$ cat src/common/adc_burst_pkg.sv
// Constants, types and register map for the burst accumulator control block
package adc_burst_pkg;

  // Register pages and addresses on the core register bus
  localparam logic [7:0] PAGE_MAIN = 8'h00;
  localparam logic [7:0] PAGE_CFG = 8'h0f;
  localparam logic [7:0] ADDR_ACC_CFG = 8'hba;
  localparam logic [7:0] ADDR_PWR_TIME = 8'hba;
  localparam logic [7:0] ADDR_TRACK_TIME = 8'hbd;
  localparam logic [7:0] ADDR_RES_HIGH = 8'hbe;
  localparam logic [7:0] ADDR_RES_LOW = 8'hbd;

  // Reset values
  localparam logic [7:0] ACC_CFG_RST = 8'h00;
  localparam logic [7:0] PWR_TIME_RST = 8'h0f;
  localparam logic [7:0] TRACK_TIME_RST = 8'h1e;
  localparam logic [15:0] ACCUM_RST = 16'h0000;

  // Field positions
  localparam int TWELVE_BIT_POS = 7;
  localparam int ACCUM_ON_POS = 6;
  localparam int SJST_MSB = 5;
  localparam int SJST_LSB = 3;
  localparam int RPT_MSB = 2;
  localparam int RPT_LSB = 0;
  localparam int LOW_POWER_POS = 7;
  localparam int PWR_FIELD_MSB = 3;
  localparam int TK_FIELD_MSB = 5;

  // Shift and justify codes
  localparam logic [2:0] SJST_SHIFT3 = 3'h3;
  localparam logic [2:0] SJST_LEFT = 3'h4;
  localparam int LEFT_SHIFT_12BIT = 4;
  localparam int LEFT_SHIFT_10BIT = 6;

  // Repeat count codes
  localparam logic [2:0] RPT_CODE_MAX = 3'h5;

  // Timing, clock is 40 MHz
  localparam int CLK_PERIOD_NS = 25;
  localparam int POWERUP_STEP_NS = 400;
  localparam int TRACK_STEP_NS = 50;
  localparam int POWERUP_STEP_CYC = (POWERUP_STEP_NS + CLK_PERIOD_NS - 1) / CLK_PERIOD_NS;
  localparam int TRACK_STEP_CYC = (TRACK_STEP_NS + CLK_PERIOD_NS - 1) / CLK_PERIOD_NS;
  localparam int TRACK_BASE = 64;
  localparam logic [8:0] DELAYED_TRACK_SAR_CYC = 9'h003;

  typedef struct packed {
    logic [7:0] page;
    logic [7:0] addr;
    logic wr;
    logic rd;
    logic [7:0] wdata;
  } sfr_req_s;

  typedef struct packed {
    logic valid;
    logic [11:0] data;
  } conv_result_s;

  typedef enum logic [2:0] {
    ST_IDLE,
    ST_POWERUP,
    ST_TRACK,
    ST_DELAY_TRACK,
    ST_CONVERT
  } seq_state_e;

endpackage

$ cat src/rtl/adc_delay_timer.sv
// Loadable down-counter that pulses once when its count of ticks expires
`timescale 1ns/10ps
`default_nettype none
module adc_delay_timer (
  input wire logic core_clk_in,
  input wire logic reset_in,
  input wire logic load_in,
  input wire logic [8:0] load_val_in,
  input wire logic tick_in,
  output logic done_out
);

  logic [8:0] count_q;

  always_ff @(posedge core_clk_in or posedge reset_in) begin
    if (reset_in) begin
      count_q <= 9'h000;
    end else if (load_in) begin
      count_q <= load_val_in;
    end else if (tick_in && count_q != 9'h000) begin
      count_q <= count_q - 9'h001;
    end
  end

  // Pulse lands in the cycle after the last tick is counted
  always_ff @(posedge core_clk_in or posedge reset_in) begin
    if (reset_in) begin
      done_out <= 1'b0;
    end else begin
      done_out <= !load_in && tick_in && count_q == 9'h001;
    end
  end

endmodule
`default_nettype wire

$ cat src/rtl/adc_result_format.sv
// Shift and justify formatting of the accumulator for register reads
`timescale 1ns/10ps
`default_nettype none
module adc_result_format
  import adc_burst_pkg::*;
(
  input wire logic [15:0] accum_in,
  input wire logic [2:0] shift_justify_sel_in,
  input wire logic twelve_bit_mode_on_in,
  output logic [15:0] formatted_out
);

  always_comb begin
    if (shift_justify_sel_in <= SJST_SHIFT3) begin
      formatted_out = accum_in >> shift_justify_sel_in;
    end else if (shift_justify_sel_in == SJST_LEFT) begin
      formatted_out = twelve_bit_mode_on_in ? (accum_in << LEFT_SHIFT_12BIT)
                                           : (accum_in << LEFT_SHIFT_10BIT);
    end else begin
      // Reserved codes show the raw sum rather than garbage
      formatted_out = accum_in;
    end
  end

endmodule
`default_nettype wire

$ cat src/rtl/adc_burst_ctrl.sv
// Burst, accumulate, power-up and track sequencing for the converter
//
// What this block does
// - Accumulator config bit 7 turns twelve-bit mode on when one, off when zero.
// - Without burst, result holds latest sample, or running sum when accumulate is on.
// - Accumulate-enable is write-only; its bit always reads back zero.
// - Bits 5:3 format reads: 0-3 right shift, 4 left justify, rest reserved.
// - Bits 2:0 pick 1, 4, 8, 16, 32 or 64 burst conversions summed.
// - Power-up register bit 7 enables converter low-power mode.
// - Power-up register bits 6:4 read zero and ignore writes.
// - Without burst, powered state follows converter-enable only, no power-up delay.
// - Burst with converter enabled stays powered; in normal track it converts at once on start.
// - Burst with converter disabled powers down after burst, waits power-up delay next.
// - Power-up delay is field bits 3:0 plus one, times 400 ns.
// - Track delay between burst conversions is 64 minus bits 5:0, times 50 ns.
// - Track register bits 7:6 read zero; software writes zero there.
// - Delayed track mode adds three converter-clock cycles before each conversion.
// - No burst track delay before a burst's first conversion.
// - Normal track converts at once on start; delayed track waits three converter clocks.
`timescale 1ns/10ps
`default_nettype none
module adc_burst_ctrl (
  input wire logic core_clk_in,
  input wire logic reset_in,
  input wire adc_burst_pkg::sfr_req_s sfr_req_in,
  output logic [7:0] sfr_rdata_out,
  output logic sfr_rvalid_out,
  input wire logic burst_mode_on_in,
  input wire logic converter_on_in,
  input wire logic track_mode_sel_in,
  input wire logic start_conv_in,
  input wire logic sar_clk_en_in,
  input wire adc_burst_pkg::conv_result_s conv_result_in,
  output logic conv_start_out,
  output logic powered_out,
  output logic low_power_on_out,
  output logic twelve_bit_mode_on_out,
  output logic busy_out
);
  import adc_burst_pkg::*;

  // Register state
  logic twelve_bit_mode_on_q;
  logic accumulate_on_q;
  logic [2:0] shift_justify_sel_q;
  logic [2:0] repeat_count_sel_q;
  logic low_power_on_q;
  logic [3:0] powerup_delay_field_q;
  logic [5:0] burst_track_field_q;
  logic [15:0] accum_q;

  // Sequencer state
  seq_state_e state_q;
  seq_state_e state_d;
  logic [6:0] conv_count_q;
  logic [6:0] conv_count_d;
  logic cycle_load;
  logic [8:0] cycle_load_val;
  logic cycle_done;
  logic sar_load;
  logic sar_done;
  logic start_d;
  logic conv_event;
  logic [6:0] repeat_target;
  logic [15:0] formatted;
  logic [8:0] powerup_cycles;
  logic [8:0] track_cycles;
  logic [15:0] sample_ext;

  // Register bus decode
  // Page and address must both match, since the two pages reuse addresses
  logic wr_acc_cfg;
  logic wr_pwr_time;
  logic wr_track_time;
  logic wr_res_high;
  logic wr_res_low;

  assign wr_acc_cfg = sfr_req_in.wr && sfr_req_in.page == PAGE_MAIN
                      && sfr_req_in.addr == ADDR_ACC_CFG;
  assign wr_res_high = sfr_req_in.wr && sfr_req_in.page == PAGE_MAIN
                       && sfr_req_in.addr == ADDR_RES_HIGH;
  assign wr_res_low = sfr_req_in.wr && sfr_req_in.page == PAGE_MAIN
                      && sfr_req_in.addr == ADDR_RES_LOW;
  assign wr_pwr_time = sfr_req_in.wr && sfr_req_in.page == PAGE_CFG
                       && sfr_req_in.addr == ADDR_PWR_TIME;
  assign wr_track_time = sfr_req_in.wr && sfr_req_in.page == PAGE_CFG
                         && sfr_req_in.addr == ADDR_TRACK_TIME;

  // Delay counts in core clock cycles
  // Steps round up to whole core cycles, so no delay comes out short
  assign powerup_cycles = 9'((5'(powerup_delay_field_q) + 5'h01)
                          * POWERUP_STEP_CYC);
  assign track_cycles = 9'((7'(TRACK_BASE) - 7'(burst_track_field_q))
                        * TRACK_STEP_CYC);

  // Conversions per burst; reserved codes fall back to a single conversion
  always_comb begin
    if (repeat_count_sel_q == 3'h0 || repeat_count_sel_q > RPT_CODE_MAX) begin
      repeat_target = 7'h01;
    end else begin
      repeat_target = 7'h01 << (repeat_count_sel_q + 3'h1);
    end
  end

  // A result that arrives outside a conversion is not ours and is dropped
  assign conv_event = state_q == ST_CONVERT && conv_result_in.valid;

  // Sixty-four full-scale samples overflow 16 bits; the sum simply wraps
  assign sample_ext = {4'h0, conv_result_in.data};

  // Configuration register writes
  // Repeat and format codes are stored as written; reserved ones decode safely
  always_ff @(posedge core_clk_in or posedge reset_in) begin
    if (reset_in) begin
      twelve_bit_mode_on_q <= ACC_CFG_RST[TWELVE_BIT_POS];
      accumulate_on_q <= ACC_CFG_RST[ACCUM_ON_POS];
      shift_justify_sel_q <= ACC_CFG_RST[SJST_MSB:SJST_LSB];
      repeat_count_sel_q <= ACC_CFG_RST[RPT_MSB:RPT_LSB];
    end else if (wr_acc_cfg) begin
      twelve_bit_mode_on_q <= sfr_req_in.wdata[TWELVE_BIT_POS];
      accumulate_on_q <= sfr_req_in.wdata[ACCUM_ON_POS];
      shift_justify_sel_q <= sfr_req_in.wdata[SJST_MSB:SJST_LSB];
      repeat_count_sel_q <= sfr_req_in.wdata[RPT_MSB:RPT_LSB];
    end
  end

  always_ff @(posedge core_clk_in or posedge reset_in) begin
    if (reset_in) begin
      low_power_on_q <= PWR_TIME_RST[LOW_POWER_POS];
      powerup_delay_field_q <= PWR_TIME_RST[PWR_FIELD_MSB:0];
    end else if (wr_pwr_time) begin
      // Bits 6:4 are not stored at all
      low_power_on_q <= sfr_req_in.wdata[LOW_POWER_POS];
      powerup_delay_field_q <= sfr_req_in.wdata[PWR_FIELD_MSB:0];
    end
  end

  always_ff @(posedge core_clk_in or posedge reset_in) begin
    if (reset_in) begin
      burst_track_field_q <= TRACK_TIME_RST[TK_FIELD_MSB:0];
    end else if (wr_track_time) begin
      // Bits 7:6 are not stored, so they can only read back zero
      burst_track_field_q <= sfr_req_in.wdata[TK_FIELD_MSB:0];
    end
  end

  // Accumulator: a finishing conversion wins over a software byte write
  always_ff @(posedge core_clk_in or posedge reset_in) begin
    if (reset_in) begin
      accum_q <= ACCUM_RST;
    end else if (conv_event) begin
      if (burst_mode_on_in) begin
        // First sample of a burst replaces the sum, so bursts never carry over
        accum_q <= (conv_count_q == 7'h00) ? sample_ext : accum_q + sample_ext;
      end else if (accumulate_on_q) begin
        accum_q <= accum_q + sample_ext;
      end else begin
        accum_q <= sample_ext;
      end
    end else if (wr_res_high) begin
      // Apart from reset, the sum is restarted only by these writes, a burst's first sample or a non-accumulating sample
      accum_q[15:8] <= sfr_req_in.wdata;
    end else if (wr_res_low) begin
      accum_q[7:0] <= sfr_req_in.wdata;
    end
  end

  adc_result_format u_format (
    .accum_in(accum_q),
    .shift_justify_sel_in(shift_justify_sel_q),
    .twelve_bit_mode_on_in(twelve_bit_mode_on_q),
    .formatted_out(formatted)
  );

  // Register reads answer one cycle after the read strobe
  // Format applies at read time, so a new format re-presents the same sum
  always_ff @(posedge core_clk_in or posedge reset_in) begin
    if (reset_in) begin
      sfr_rdata_out <= 8'h00;
      sfr_rvalid_out <= 1'b0;
    end else begin
      sfr_rvalid_out <= sfr_req_in.rd;
      sfr_rdata_out <= 8'h00;
      if (sfr_req_in.rd && sfr_req_in.page == PAGE_MAIN) begin
        unique case (sfr_req_in.addr)
          ADDR_ACC_CFG: begin
            // Accumulate-enable position always reads zero
            sfr_rdata_out <= {twelve_bit_mode_on_q, 1'b0, shift_justify_sel_q,
                              repeat_count_sel_q};
          end
          ADDR_RES_HIGH: begin
            sfr_rdata_out <= formatted[15:8];
          end
          ADDR_RES_LOW: begin
            sfr_rdata_out <= formatted[7:0];
          end
          default: begin
            sfr_rdata_out <= 8'h00;
          end
        endcase
      end else if (sfr_req_in.rd && sfr_req_in.page == PAGE_CFG) begin
        unique case (sfr_req_in.addr)
          ADDR_PWR_TIME: begin
            sfr_rdata_out <= {low_power_on_q, 3'h0, powerup_delay_field_q};
          end
          ADDR_TRACK_TIME: begin
            sfr_rdata_out <= {2'h0, burst_track_field_q};
          end
          default: begin
            sfr_rdata_out <= 8'h00;
          end
        endcase
      end
    end
  end

  // Core-clock delays: power-up and burst track
  // Loaded on the edge the wait state is entered, so no separate arm state is needed
  adc_delay_timer u_cycle_timer (
    .core_clk_in(core_clk_in),
    .reset_in(reset_in),
    .load_in(cycle_load),
    .load_val_in(cycle_load_val),
    .tick_in(1'b1),
    .done_out(cycle_done)
  );

  // Converter-clock delay for delayed track mode
  // Counts converter-clock enables, so its length in core cycles depends on phase
  adc_delay_timer u_sar_timer (
    .core_clk_in(core_clk_in),
    .reset_in(reset_in),
    .load_in(sar_load),
    .load_val_in(DELAYED_TRACK_SAR_CYC),
    .tick_in(sar_clk_en_in),
    .done_out(sar_done)
  );

  // Sequencer next state
  // Each wait costs two cycles beyond its count: the timer's done flop and the state flop
  always_comb begin
    state_d = state_q;
    conv_count_d = conv_count_q;
    cycle_load = 1'b0;
    cycle_load_val = powerup_cycles;
    sar_load = 1'b0;
    start_d = 1'b0;
    unique case (state_q)
      ST_IDLE: begin
        if (start_conv_in) begin
          conv_count_d = 7'h00;
          // Burst off with the converter off: nothing is powered, so the start is dropped
          if (burst_mode_on_in && !converter_on_in) begin
            // Powered down between bursts, so wait out the power-up time first
            state_d = ST_POWERUP;
            cycle_load = 1'b1;
            cycle_load_val = powerup_cycles;
          end else if (converter_on_in) begin
            if (track_mode_sel_in) begin
              state_d = ST_DELAY_TRACK;
              sar_load = 1'b1;
            end else begin
              state_d = ST_CONVERT;
              start_d = 1'b1;
            end
          end
        end
      end
      ST_POWERUP, ST_TRACK: begin
        // Both waits end the same way; only the timer's load value differed
        if (cycle_done) begin
          if (track_mode_sel_in) begin
            state_d = ST_DELAY_TRACK;
            sar_load = 1'b1;
          end else begin
            state_d = ST_CONVERT;
            start_d = 1'b1;
          end
        end
      end
      ST_DELAY_TRACK: begin
        if (sar_done) begin
          state_d = ST_CONVERT;
          start_d = 1'b1;
        end
      end
      ST_CONVERT: begin
        if (conv_result_in.valid) begin
          // Count includes this result, so the compare sees the total after it
          conv_count_d = conv_count_q + 7'h01;
          if (burst_mode_on_in && conv_count_d < repeat_target) begin
            // Track delay only sits between conversions, never before the first
            state_d = ST_TRACK;
            cycle_load = 1'b1;
            cycle_load_val = track_cycles;
          end else begin
            state_d = ST_IDLE;
          end
        end
      end
      default: begin
        state_d = ST_IDLE;
      end
    endcase
  end

  // State and conversion count
  always_ff @(posedge core_clk_in or posedge reset_in) begin
    if (reset_in) begin
      state_q <= ST_IDLE;
      conv_count_q <= 7'h00;
    end else begin
      state_q <= state_d;
      conv_count_q <= conv_count_d;
    end
  end

  // Outputs straight from flops
  always_ff @(posedge core_clk_in or posedge reset_in) begin
    if (reset_in) begin
      conv_start_out <= 1'b0;
      powered_out <= 1'b0;
      busy_out <= 1'b0;
      low_power_on_out <= 1'b0;
      twelve_bit_mode_on_out <= 1'b0;
    end else begin
      conv_start_out <= start_d;
      // Taken from state_d so busy matches the state register with no lag
      busy_out <= state_d != ST_IDLE;
      low_power_on_out <= low_power_on_q;
      twelve_bit_mode_on_out <= twelve_bit_mode_on_q;
      if (!burst_mode_on_in) begin
        powered_out <= converter_on_in;
      end else begin
        // Powered through the whole power-up wait so the input can settle
        powered_out <= converter_on_in || state_d != ST_IDLE;
      end
    end
  end

endmodule
`default_nettype wire

$ cat config.mk
export PLATFORM = sky130hd
export DESIGN_NAME = adc_burst_ctrl
export DESIGN_NICKNAME = d
export VERILOG_FILES = /design/src/common/adc_burst_pkg.sv /design/src/rtl/adc_delay_timer.sv /design/src/rtl/adc_result_format.sv /design/src/rtl/adc_burst_ctrl.sv
export SDC_FILE = /design/constraint.sdc
export NUM_CORES = 1
export LEC_CHECK = 0
export ABC_AREA = 0
export BUFFER_PORTS_ARGS = -buffer_cell sky130_fd_sc_hd__buf_4
export CAP_MARGIN = 15
export CORE_MARGIN = 10
export CORE_UTILIZATION = 45
export CTS_CLUSTER_SIZE = 20
export DETAILED_ROUTE_END_ITERATION = 10
export SYNTH_ARGS = -nofsm -noshare
export SYNTH_HDL_FRONTEND = slang
export SYNTH_SLANG_ARGS = --single-unit
$ cat constraint.sdc
create_clock -name core_clk_in -period 3 [get_ports core_clk_in]
set_clock_uncertainty 0.2 [all_clocks]
set_input_delay 0.6 -clock core_clk_in [delete_from_list [all_inputs] [get_ports core_clk_in]]
set_output_delay 0.6 -clock core_clk_in [all_outputs]
set_load 0.01 [all_outputs]
# Yosys cells after proc, flatten, opt, wreduce, memory -nomap -nowiden
# Cells that the tools add are included.
[op_classes]
magnitude_cmp = 3
mux = 53
eq_ne = 14
reduce_logical = 36
add_sub_neg = 7
shifts = 2
[op_table]
columns = ["cell", "n"]
rows = [
  ["two-way mux 16 bit", 7],
  ["two-way mux 9 bit", 7],
  ["two-way mux 8 bit", 5],
  ["== test 8 bit (second input constant)", 3],
  ["one-hot mux 8 bit (3 select lines)", 1],
  ["two-way mux 3 bit", 7],
  ["two-way mux 7 bit", 3],
  ["== test 9 x 1 -> 1 bit (second input constant)", 2],
  ["nonzero test 9 bit", 2],
  ["subtractor 9 x 1 -> 9 bit (second input constant)", 2],
  ["adder 16 x 12 -> 16 bit", 1],
  ["logical AND 1 bit", 16],
  ["two-way mux 1 bit", 16],
  ["one-hot mux 8 bit (2 select lines)", 1],
  ["right shift 16 x 3 -> 16 bit", 1],
  ["one-hot mux 7 bit (2 select lines)", 1],
  ["one-hot mux 3 bit (4 select lines)", 1],
  ["nonzero test 2 bit", 5],
  ["== test 8 x 4 -> 1 bit (second input constant)", 1],
  ["logical NOT 8 bit", 1],
  ["subtractor 7 x 6 -> 8 bit (first input constant)", 1],
  ["adder 7 x 1 -> 7 bit (second input constant)", 1],
  ["logical NOT 7 bit", 1],
  ["< comparator 7 bit", 1],
  ["19 further kinds", 28],
]
[word_totals]
in_bits = 46
ff_bits = 79
output_inout_bits = 14

# Longest topological paths before layout
# Gate-level depths: netlist of run 1.
[depth]
depth_word = 11
ltp_mapped = 11
depth_no_buf = 10

# Cells and area by module
# From an unflattened synthesis of run 1, not the netlist that was laid out.
[unflattened]
cells_unflattened = 688
hier_area_um2 = 6109.6
[modules_own_cells]
columns = ["module", "area_each_um2", "cells_each", "n_inst", "seq_area_each_um2"]
rows = [
  ["adc_burst_ctrl", 4038.9, 445, 1, 1486.4],
  ["adc_delay_timer", 656.9, 70, 2, 250.2],
  ["adc_result_format", 757.0, 103, 1, 0.0],
]

# Worst setup path after synthesis of run 1
# Ideal clock, no wire load.
[synth_path]
path_type = "reg-to-reg"
from = "register conv_count_q[0]"
to = "register powered_out"
slack_ps = 272
stages_incl_launch_ff = 11
n_path_buf = 0
t_arrival_ps = 2410
cell_sequence = "dfrtp_1 ha_1 nand3_1 nor2_1 xor2_1 ha_1 nand2_1 a311oi_1 nor3_2 or4_1 a21o_1"
[synth_between]
elab_chain_len = 9
[synth_lines]
columns = ["item", "line_no", "text"]
rows = [
  ["start, declared", "adc_burst_ctrl.sv:55", "logic [6:0] conv_count_q;"],
  ["start signal, assigned", "adc_burst_ctrl.sv:314", "conv_count_q <= conv_count_d;"],
  ["adder 7 x 1 -> 7 bit", "adc_burst_ctrl.sv:290", "conv_count_d = conv_count_q + 7'h01;"],
  ["< comparator 7 bit", "adc_burst_ctrl.sv:291", "if (burst_mode_on_in && conv_count_d < repeat_target) begin"],
  ["logical AND 1 bit", "adc_burst_ctrl.sv:291", ""],
  ["two-way mux 2 bit", "adc_burst_ctrl.sv:291", ""],
  ["two-way mux 3 bit", "adc_burst_ctrl.sv:288", "if (conv_result_in.valid) begin"],
  ["one-hot mux 3 bit (4 select lines)", "adc_burst_ctrl.sv:248", "unique case (state_q)"],
  ["nonzero test 3 bit", "adc_burst_ctrl.sv:336", "powered_out <= converter_on_in || state_d != ST_IDLE;"],
  ["logical OR 1 bit", "adc_burst_ctrl.sv:336", ""],
  ["two-way mux 1 bit", "adc_burst_ctrl.sv:332", "if (!burst_mode_on_in) begin"],
  ["end signal, assigned", "adc_burst_ctrl.sv:333", "powered_out <= converter_on_in;"],
  ["end, declared", "adc_burst_ctrl.sv:35", "output logic powered_out,"],
]
# No other way between the ends.
# A chain may end at the register's enable or synchronous reset.

# Worst setup path after layout of run 1
# Ends and elaborated chain as after synthesis.

==> impl_metrics.json, run 1 <==
{
  "num_vias": 5245,
  "syn-num-nets": 721,
  "synth_largest_area_cell": "dfrtp_1",
  "cts_tree": "yes",
  "postCtsSetupBuffers": 0,
  "max_stage_delay_ns": 0.55,
  "worstPathCellList": "ha_2 -> nand3_1 -> nor2_1 -> xor2_1 -> ha_1 -> nand2_1 -> a311oi_1 -> nor3_2 -> or4_1 -> a21o_1",
  "setup_tns_ns": 0,
  "area_delta_synth_final_pct": 16.77,
  "io_buffers": 59,
  "cts_buffers": 9,
  "drive_above_1_share_pct": 20.22,
  "setup_viol_count_final": 0,
  "yosys_warnings": 0,
  "syn-cell-area_mm2": 0.005818,
  "synth-seq-cells": 79,
  "whs_ns": 0.1813,
  "nets": 780,
  "status": "completed",
  "grt_usage_pct": 18.16,
  "maxSlewViolCount": 0,
  "nFillCells": 1234,
  "die_area_mm2": 0.01788,
  "clock-sinks": 79,
  "worstMarginPinSlew_ns": 0.9762,
  "hold_viol": 0,
  "cp_slowest_cell": "or4_1",
  "synth-edff-count": 0,
  "io_pins": 60,
  "grt_pass1_vias": 5118,
  "synth_top_area_share_pct": 30.54,
  "ys_types": 74,
  "power.density_mw_per_mm2": 710.6,
  "post-route-util_pct": 53.84,
  "synthTopCellsByCount": "dfrtp_1, nor2_1, nand2_1, a21oi_1, o21ai_0",
  "fin_crit_ns": 2.783,
  "rows": 41,
  "fp.dieH_um": 133.7,
  "synth_area_leaders": "dfrtp_1, ha_1, mux2i_1",
  "syn_inst": 648,
  "routed_via_density": 5.933,
  "hold_path_class": "in2reg",
  "synth-async-reset-ratio_pct": 100.0,
  "drt_wl_total_um": 16380,
  "cp.arrival_ns": 2.81,
  "holdBufCountCts": 0,
  "maxCapViolations": 0,
  "setup.worst_path.start": "conv_count_q[0]",
  "hp-start": "sfr_req_in[8]",
  "worst-setup-path-type": "reg2reg",
  "grt_pass1_wl_um": 26740,
  "max_freq_mhz": 359.3,
  "yosysSeqAreaShare_pct": 34.15,
  "syn_area_per_cell_um2": 8.979,
  "cts_root_buf": "clkbuf_16",
  "maxSlewHeadroom_pct": 34.84,
  "gp_congestion": 0.8960,
  "setup.worst_path.end_class": "flop",
  "antenna_found_initial": 0,
  "drt-wirelength-per-cell_um": 18.52,
  "die_x_um": 133.7,
  "grt_max_degree": 58,
  "cts.clk_slew.worst_paths_ns": 0.06,
  "start_kind": "flop",
  "diodes": 0,
  "clk_latency_ns": 0.34,
  "required_ns": 3.03,
  "cp.buffers_inverters": 0,
  "cp_top_family": "simple AND/OR/NAND/NOR gates",
  "start_util_pct": 46.10,
  "core_mm2": 0.01262,
  "hpwl_um": 12450,
  "placed_area_mm2": 0.006505,
  "finalInstanceArea_mm2": 0.006794,
  "path_max_fanout": 6,
  "rsz0062_at_grt": "no",
  "drt-initial-drc-count": 381,
  "synth_ff_type": "dfrtp_1",
  "period_share_pct": 92.76,
  "ant_nets": 0,
  "ir_drop_mv": 0.4491,
  "clockBufferDepth": 2,
  "drc": 0,
  "globalRouteOverflowTotal": 0,
  "detail_route.first_pass.iterations": 5,
  "synth.most_common_cell": "dfrtp_1",
  "p_leak_nw": 2.909,
  "htreeDepth": 3,
  "regToRegStartpoint": "conv_count_q[0]"
}
## cell usage in the layout, fill, tap and decap left out, types with 6 or more instances in the layout
cell type / instances
nor2b_1: 12
clkbuf_16: 9
o211ai_1: 11
buf_4: 82
nand3_1: 20
mux2_1: 6
a211oi_1: 12
nand2_1: 51
o21ai_0: 30
xor2_1: 12
mux2_2: 15
dfrtp_1: 70
a31oi_1: 6
a22oi_1: 11
ha_1: 25
a21o_1: 10
o21a_1: 9
a22o_1: 11
o31ai_1: 7
inv_1: 13
nor3_1: 19
dfstp_2: 8
nand2b_1: 11
xnor2_1: 17
a21oi_1: 47
mux2i_1: 28
nor2_1: 55
## registers in the layout, summed over array words and instances, names as in the netlist, 3 cells and up
signal	count
shift_justify_sel_q	3
conv_count_q	7
sfr_rdata_out	8
accum_q	16
burst_track_field_q	6
state_q	3
u_cycle_timer.count_q	9
powerup_delay_field_q	4
u_sar_timer.count_q	9
repeat_count_sel_q	3
## repair_timing
action | 4_1_cts | 5_1_grt
resized for setup | 0 | 2
endpoints found under the hold margin | 0 | 0
endpoints found under the setup margin | 0 | 1
## cell type report
type | instances | area (µm²) | area share, %
Multi-Input combinational cell | 521 | 3636 | 53.52
Inverter | 14 | 53.80 | 0.7919
Clock buffer | 12 | 256.5 | 3.775
Clock inverter | 4 | 28.78 | 0.4236
Sequential cell | 79 | 1988 | 29.26
Tap cell | 172 | 215.2 | 3.168
Timing Repair Buffer | 82 | 615.6 | 9.061
## through the flow
step | instances | setup WS (ns) | total power [mW]
global placement | 868 | 0.2375 | 3.725
CTS | 884 | 0.1508 | 4.822
finish | 884 | 0.2171 | 4.828
global route | 884 | 0.009752 | 5.180
floorplan | 648 | 0.1899 | 3.160
detailed placement | 868 | 0.1649 | 3.763
## cell families (layout without fill, tap and decap cells)
| family | after synthesis | count (layout) | synth area share [%] |
|---|---|---|---|
| xor gates and xnor gates | 29 | 29 | 4.366 |
| buffers and inverters | 48 | 112 | 3.398 |
| DFF | 79 | 79 | 34.15 |
| AOI/OAI and AO/OA | 193 | 193 | 22.69 |
| other | 1 | 1 | 0.06445 |
| and+or+nand+nor | 219 | 219 | 19.61 |
| muxes | 52 | 52 | 9.785 |
| adders and majority gates | 27 | 27 | 5.935 |
## worst paths after layout
| check | endpoint | slack, ns | cells after the start |
|---|---|---|---|
| setup / recovery | powered_out | 0.22 | 10 |
| hold / removal | sfr_rvalid_out | 0.18 | 1 |
| setup reg to reg | powered_out | 0.22 | 10 |
| hold reg to reg | low_power_on_out | 0.23 | 0 |
| max in group asynchronous | accum_q[14] | 1.60 | 3 |
| min in group asynchronous | u_sar_timer.count_q[5] | 0.26 | 2 |
## where the power goes
group | switching (mW) | internal [mW]
Clock | 0.441 | 0.607
Sequential | 0.449 | 1.32
Combinational | 1.07 | 0.943
## metal layers
layer | routed length [µm] | vias to the layer above | global-route usage, % | part of all wire (%)
li1 | - | 2531 | - | -
met1 | 7417 | 2567 | 23.55 | 45
met2 | 7895 | 125 | 29.68 | 48
met3 | 759 | 22 | 3.609 | 4.6
met4 | 303 | 0 | 5.623 | 1.9
met5 | 0 | - | 0 | 0
No activity file was read; power rests on OpenSTA's default activity.
==> inputs of run 2 (changes only) <==
--- a/config.mk
+++ b/config.mk
@@ -5,7 +5,7 @@
 export SDC_FILE = /design/constraint.sdc
 export NUM_CORES = 1
 export LEC_CHECK = 0
-export ABC_AREA = 0
+export ABC_AREA = 1
 export BUFFER_PORTS_ARGS = -buffer_cell sky130_fd_sc_hd__buf_4
 export CAP_MARGIN = 15
 export CORE_MARGIN = 10
==> run 2 against run 1 <==
Sequential power fell by 7%. Global-route usage grew 1.6 points. Largest cell class unchanged. Synthesized cell count increased by 37%. Combinational power increased by 9%. Via count grew 14%. Sequential share of layout area is 0.65 points lower. Highest routed layer unchanged. Area after synthesis rose by 3.4%. Critical path type unchanged. Maximum frequency down 0.41%. Setup slack lost 0.012 ns.
==> impl_metrics.json, run 2 <==
{
  "cts_buffers": 9,
  "die_x_um": 135.6,
  "grt_pass1_wl_um": 29480,
  "drive_above_1_share_pct": 13.97,
  "syn_area_per_cell_um2": 6.791,
  "setup_viol_count_final": 0,
  "hpwl_um": 14330,
  "hp-start": "sfr_req_in[8]",
  "yosys_warnings": 0,
  "ys_types": 50,
  "switching_share_pct": 43.66,
  "maxSlewViolCount": 0,
  "start_util_pct": 45.62,
  "synth-seq-cells": 79,
  "detail_route.first_pass.iterations": 5,
  "synth-simple-area-share_pct": 34.08,
  "worst-setup-path-type": "reg2reg",
  "synth_top_area_share_pct": 29.53,
  "synth_area_leaders": "dfrtp_1, nand2_1, nor2_1",
  "period_share_pct": 93.15,
  "r2r-end": "u_cycle_timer.count_q[3]",
  "grt_max_degree": 37,
  "synth-edff-count": 0,
  "area_delta_synth_final_pct": 15.41,
  "required_ns": 3.04,
  "io_pins": 60,
  "p_leak_nw": 3.432,
  "diodes": 0,
  "path_max_fanout": 8,
  "p_int_mw": 2.795,
  "power.density_mw_per_mm2": 714.6,
  "clkPwrFrac_pct": 22.9,
  "die_area_mm2": 0.01840,
  "ir_drop_mv": 0.3451,
  "cp_num_cells": 16,
  "globalRouteOverflowTotal": 0,
  "rsz0062_at_grt": "no",
  "r2r_setup_slack_ns": 0.21,
  "yosysSeqAreaShare_pct": 33.02,
  "hold_path_class": "in2reg",
  "status": "completed",
  "cp_slowest_cell": "dfrtp_1",
  "maxCapViolations": 0,
  "dp.cells": 1109,
  "worstPathCellList": "ha_1 -> nand2_1 -> inv_1 -> nand4_1 -> xor2_1 -> inv_1 -> ha_1 -> nand2_1 -> nor2_1 -> nor2_4 -> nand4_4 -> nand2_4 -> inv_2 -> nand2_1 -> nand2_1 -> inv_1",
  "start_kind": "flop",
  "drt_wl_total_um": 18100,
  "drt-initial-drc-count": 410,
  "final_cell_mix": "nand2_1, nor2_1, inv_1",
  "grt_pass1_vias": 5795,
  "synth-async-reset-ratio_pct": 100.0,
  "whs_ns": 0.1847,
  "cp.arrival_ns": 2.84,
  "regToRegStartpoint": "conv_count_q[0]",
  "maxSlewHeadroom_pct": 37.50,
  "nets": 1020,
  "clockBufferDepth": 2,
  "setup.worst_path.end_class": "flop",
  "num_vias": 5976,
  "fin_crit_ns": 2.794,
  "clk_latency_ns": 0.34,
  "largest_reg_flops": 16,
  "worstHoldPathCells": 1,
  "combPwrFrac_pct": 44.1,
  "muxShareOfSynthArea_pct": 0,
  "cts_tree": "yes",
  "cp_top_family": "simple AND/OR/NAND/NOR gates",
  "syn_inst": 886,
  "grt_usage_pct": 19.77,
  "top_register": "accum_q",
  "routed_via_density": 5.298,
  "ant_nets": 0,
  "rows": 42,
  "synth_largest_area_cell": "dfrtp_1",
  "nFillCells": 1341,
  "synth_ff_type": "dfrtp_1",
  "holdPathEnd": "sfr_rvalid_out",
  "final_common_cell": "nand2_1",
  "htreeDepth": 3,
  "setup_tns_ns": 0,
  "max_freq_mhz": 357.9,
  "syn-cell-area_mm2": 0.006017,
  "synth_compound_area_share_pct": 14.89,
  "io_buffers": 59,
  "gp_congestion": 0.9423,
  "synth_fa_ha_area_share_pct": 5.739,
  "cp.buffers_inverters": 4,
  "core_mm2": 0.01319,
  "power.switching_mw": 2.167,
  "worst_path_most_repeated_cell": "nand2_1",
  "max_stage_delay_ns": 0.42,
  "drt-wirelength-per-cell_um": 16.04,
  "clock-sinks": 79,
  "hold_viol": 0,
  "cts.clk_slew.worst_paths_ns": 0.07,
  "drc": 0,
  "reg2regPathDepth": 16,
  "antenna_found_initial": 0,
  "final_cell_count_no_fill": 1128,
  "cts_root_buf": "clkbuf_16",
  "reg.largest.list": "accum_q: 16 flops, u_cycle_timer.count_q: 9 flops, u_sar_timer.count_q: 9 flops",
  "fp.dieH_um": 135.6,
  "synthTopCellsByCount": "nand2_1, nor2_1, inv_1, o21ai_0, dfrtp_1",
  "synth.most_common_cell": "nand2_1",
  "share_seq_of_total_power_pct": 33.0,
  "syn-num-nets": 959,
  "synth_top_family_by_area": "simple AND/OR/NAND/NOR gates",
  "worstMarginPinSlew_ns": 0.9341,
  "synth_xor_area_share_pct": 3.057
}
==> run 2: cell types whose count changed in the layout (fill, tap and decap cells not counted), sizes merged, moves of 15 or more <==
cell / change
buf: -19
inv: +106
nand2: +189
nor2: +61
nand4: +15
o21ai: +59
mux2: -23
nand3: +49
mux2i: -28
==> run 2: logic make-up after synthesis <==
logic type | Yosys count
and+or+nand+nor | 465
AOI/OAI and AO/OA | 159
buffers and inverters | 134
DFF | 79
adders and majority gates | 27
xor gates and xnor gates | 21
other | 1
==> run 2: how the worst max path moves through the flow <==
stage                                     to            start  slack, ns
finish              u_cycle_timer.count_q[3]  conv_count_q[0]       0.21
global placement    u_cycle_timer.count_q[3]  conv_count_q[0]       0.29
global route        u_cycle_timer.count_q[3]  conv_count_q[0]     0.0005
detailed placement  u_cycle_timer.count_q[3]  conv_count_q[0]       0.18
floorplan                         accum_q[0]         reset_in       0.19
CTS                 u_cycle_timer.count_q[3]  conv_count_q[0]       0.16
==> run 2: layer usage <==
| layer | vias up | part of all wire [%] | GRT usage [%] |
|---|---|---|---|
| met2 | 161 | 51 | 34.80 |
| li1 | 3014 | - | - |
| met5 | - | 0 | 0 |
| met3 | 18 | 5.1 | 3.895 |
| met1 | 2783 | 43 | 23.90 |
| met4 | 0 | 1.2 | 5.323 |
==> run 2: repair_timing <==
action,in CTS,in global routing
gates resized for setup,0,1
hold buffers,1,0
endpoints found under the hold margin,9,0
setup endpoints to repair,0,6
setup buffers,0,1
==> run 2: layout make-up <==
type / count / area (µm²) / share of cell area [%]
timing repair buffer: 64 / 483.0 / 6.955
inverter: 119 / 450.4 / 6.486
clock buffer: 10 / 239.0 / 3.441
multi-input combinational: 674 / 3497 / 50.36
clock inverter: 6 / 67.56 / 0.9730
sequential: 79 / 1987 / 28.61
tap: 176 / 220.2 / 3.171
==> run 2: worst register-to-register path, cell delays in order, from the launching register on <==
cell	delay [ns]
dfrtp_1	0.42
ha_1	0.23
nand2_1	0.09
inv_1	0.05
nand4_1	0.09
xor2_1	0.19
inv_1	0.07
ha_1	0.30
nand2_1	0.10
nor2_1	0.33
nor2_4	0.10
nand4_4	0.14
nand2_4	0.09
inv_2	0.08
nand2_1	0.08
nand2_1	0.08
inv_1	0.04
==> run 2: per-stage QoR <==
stage | worst slack [ns] | power (mW) | utilization [%] | area [µm²]
CTS | 0.1609 | 4.967 | 52.46 | 6919
floorplan | 0.1899 | 3.209 | - | 6017
global placement | 0.2920 | 3.771 | 50.06 | 6603
finish | 0.2056 | 4.962 | 52.65 | 6944
detailed placement | 0.1782 | 3.802 | 50.06 | 6603
global route | 0.0004956 | 5.373 | 52.65 | 6944
==> run 2: power by group through the flow <==
| stage | Combinational, mW | Sequential (mW) | Clock, mW |
|---|---|---|---|
| after floorplan | 1.68 | 1.53 | 0 |
| after global placement | 2.12 | 1.65 | 0 |
| after detailed placement | 2.16 | 1.65 | 0 |
| after CTS | 2.17 | 1.63 | 1.16 |
| after global routing | 2.51 | 1.67 | 1.20 |
| final | 2.19 | 1.64 | 1.14 |
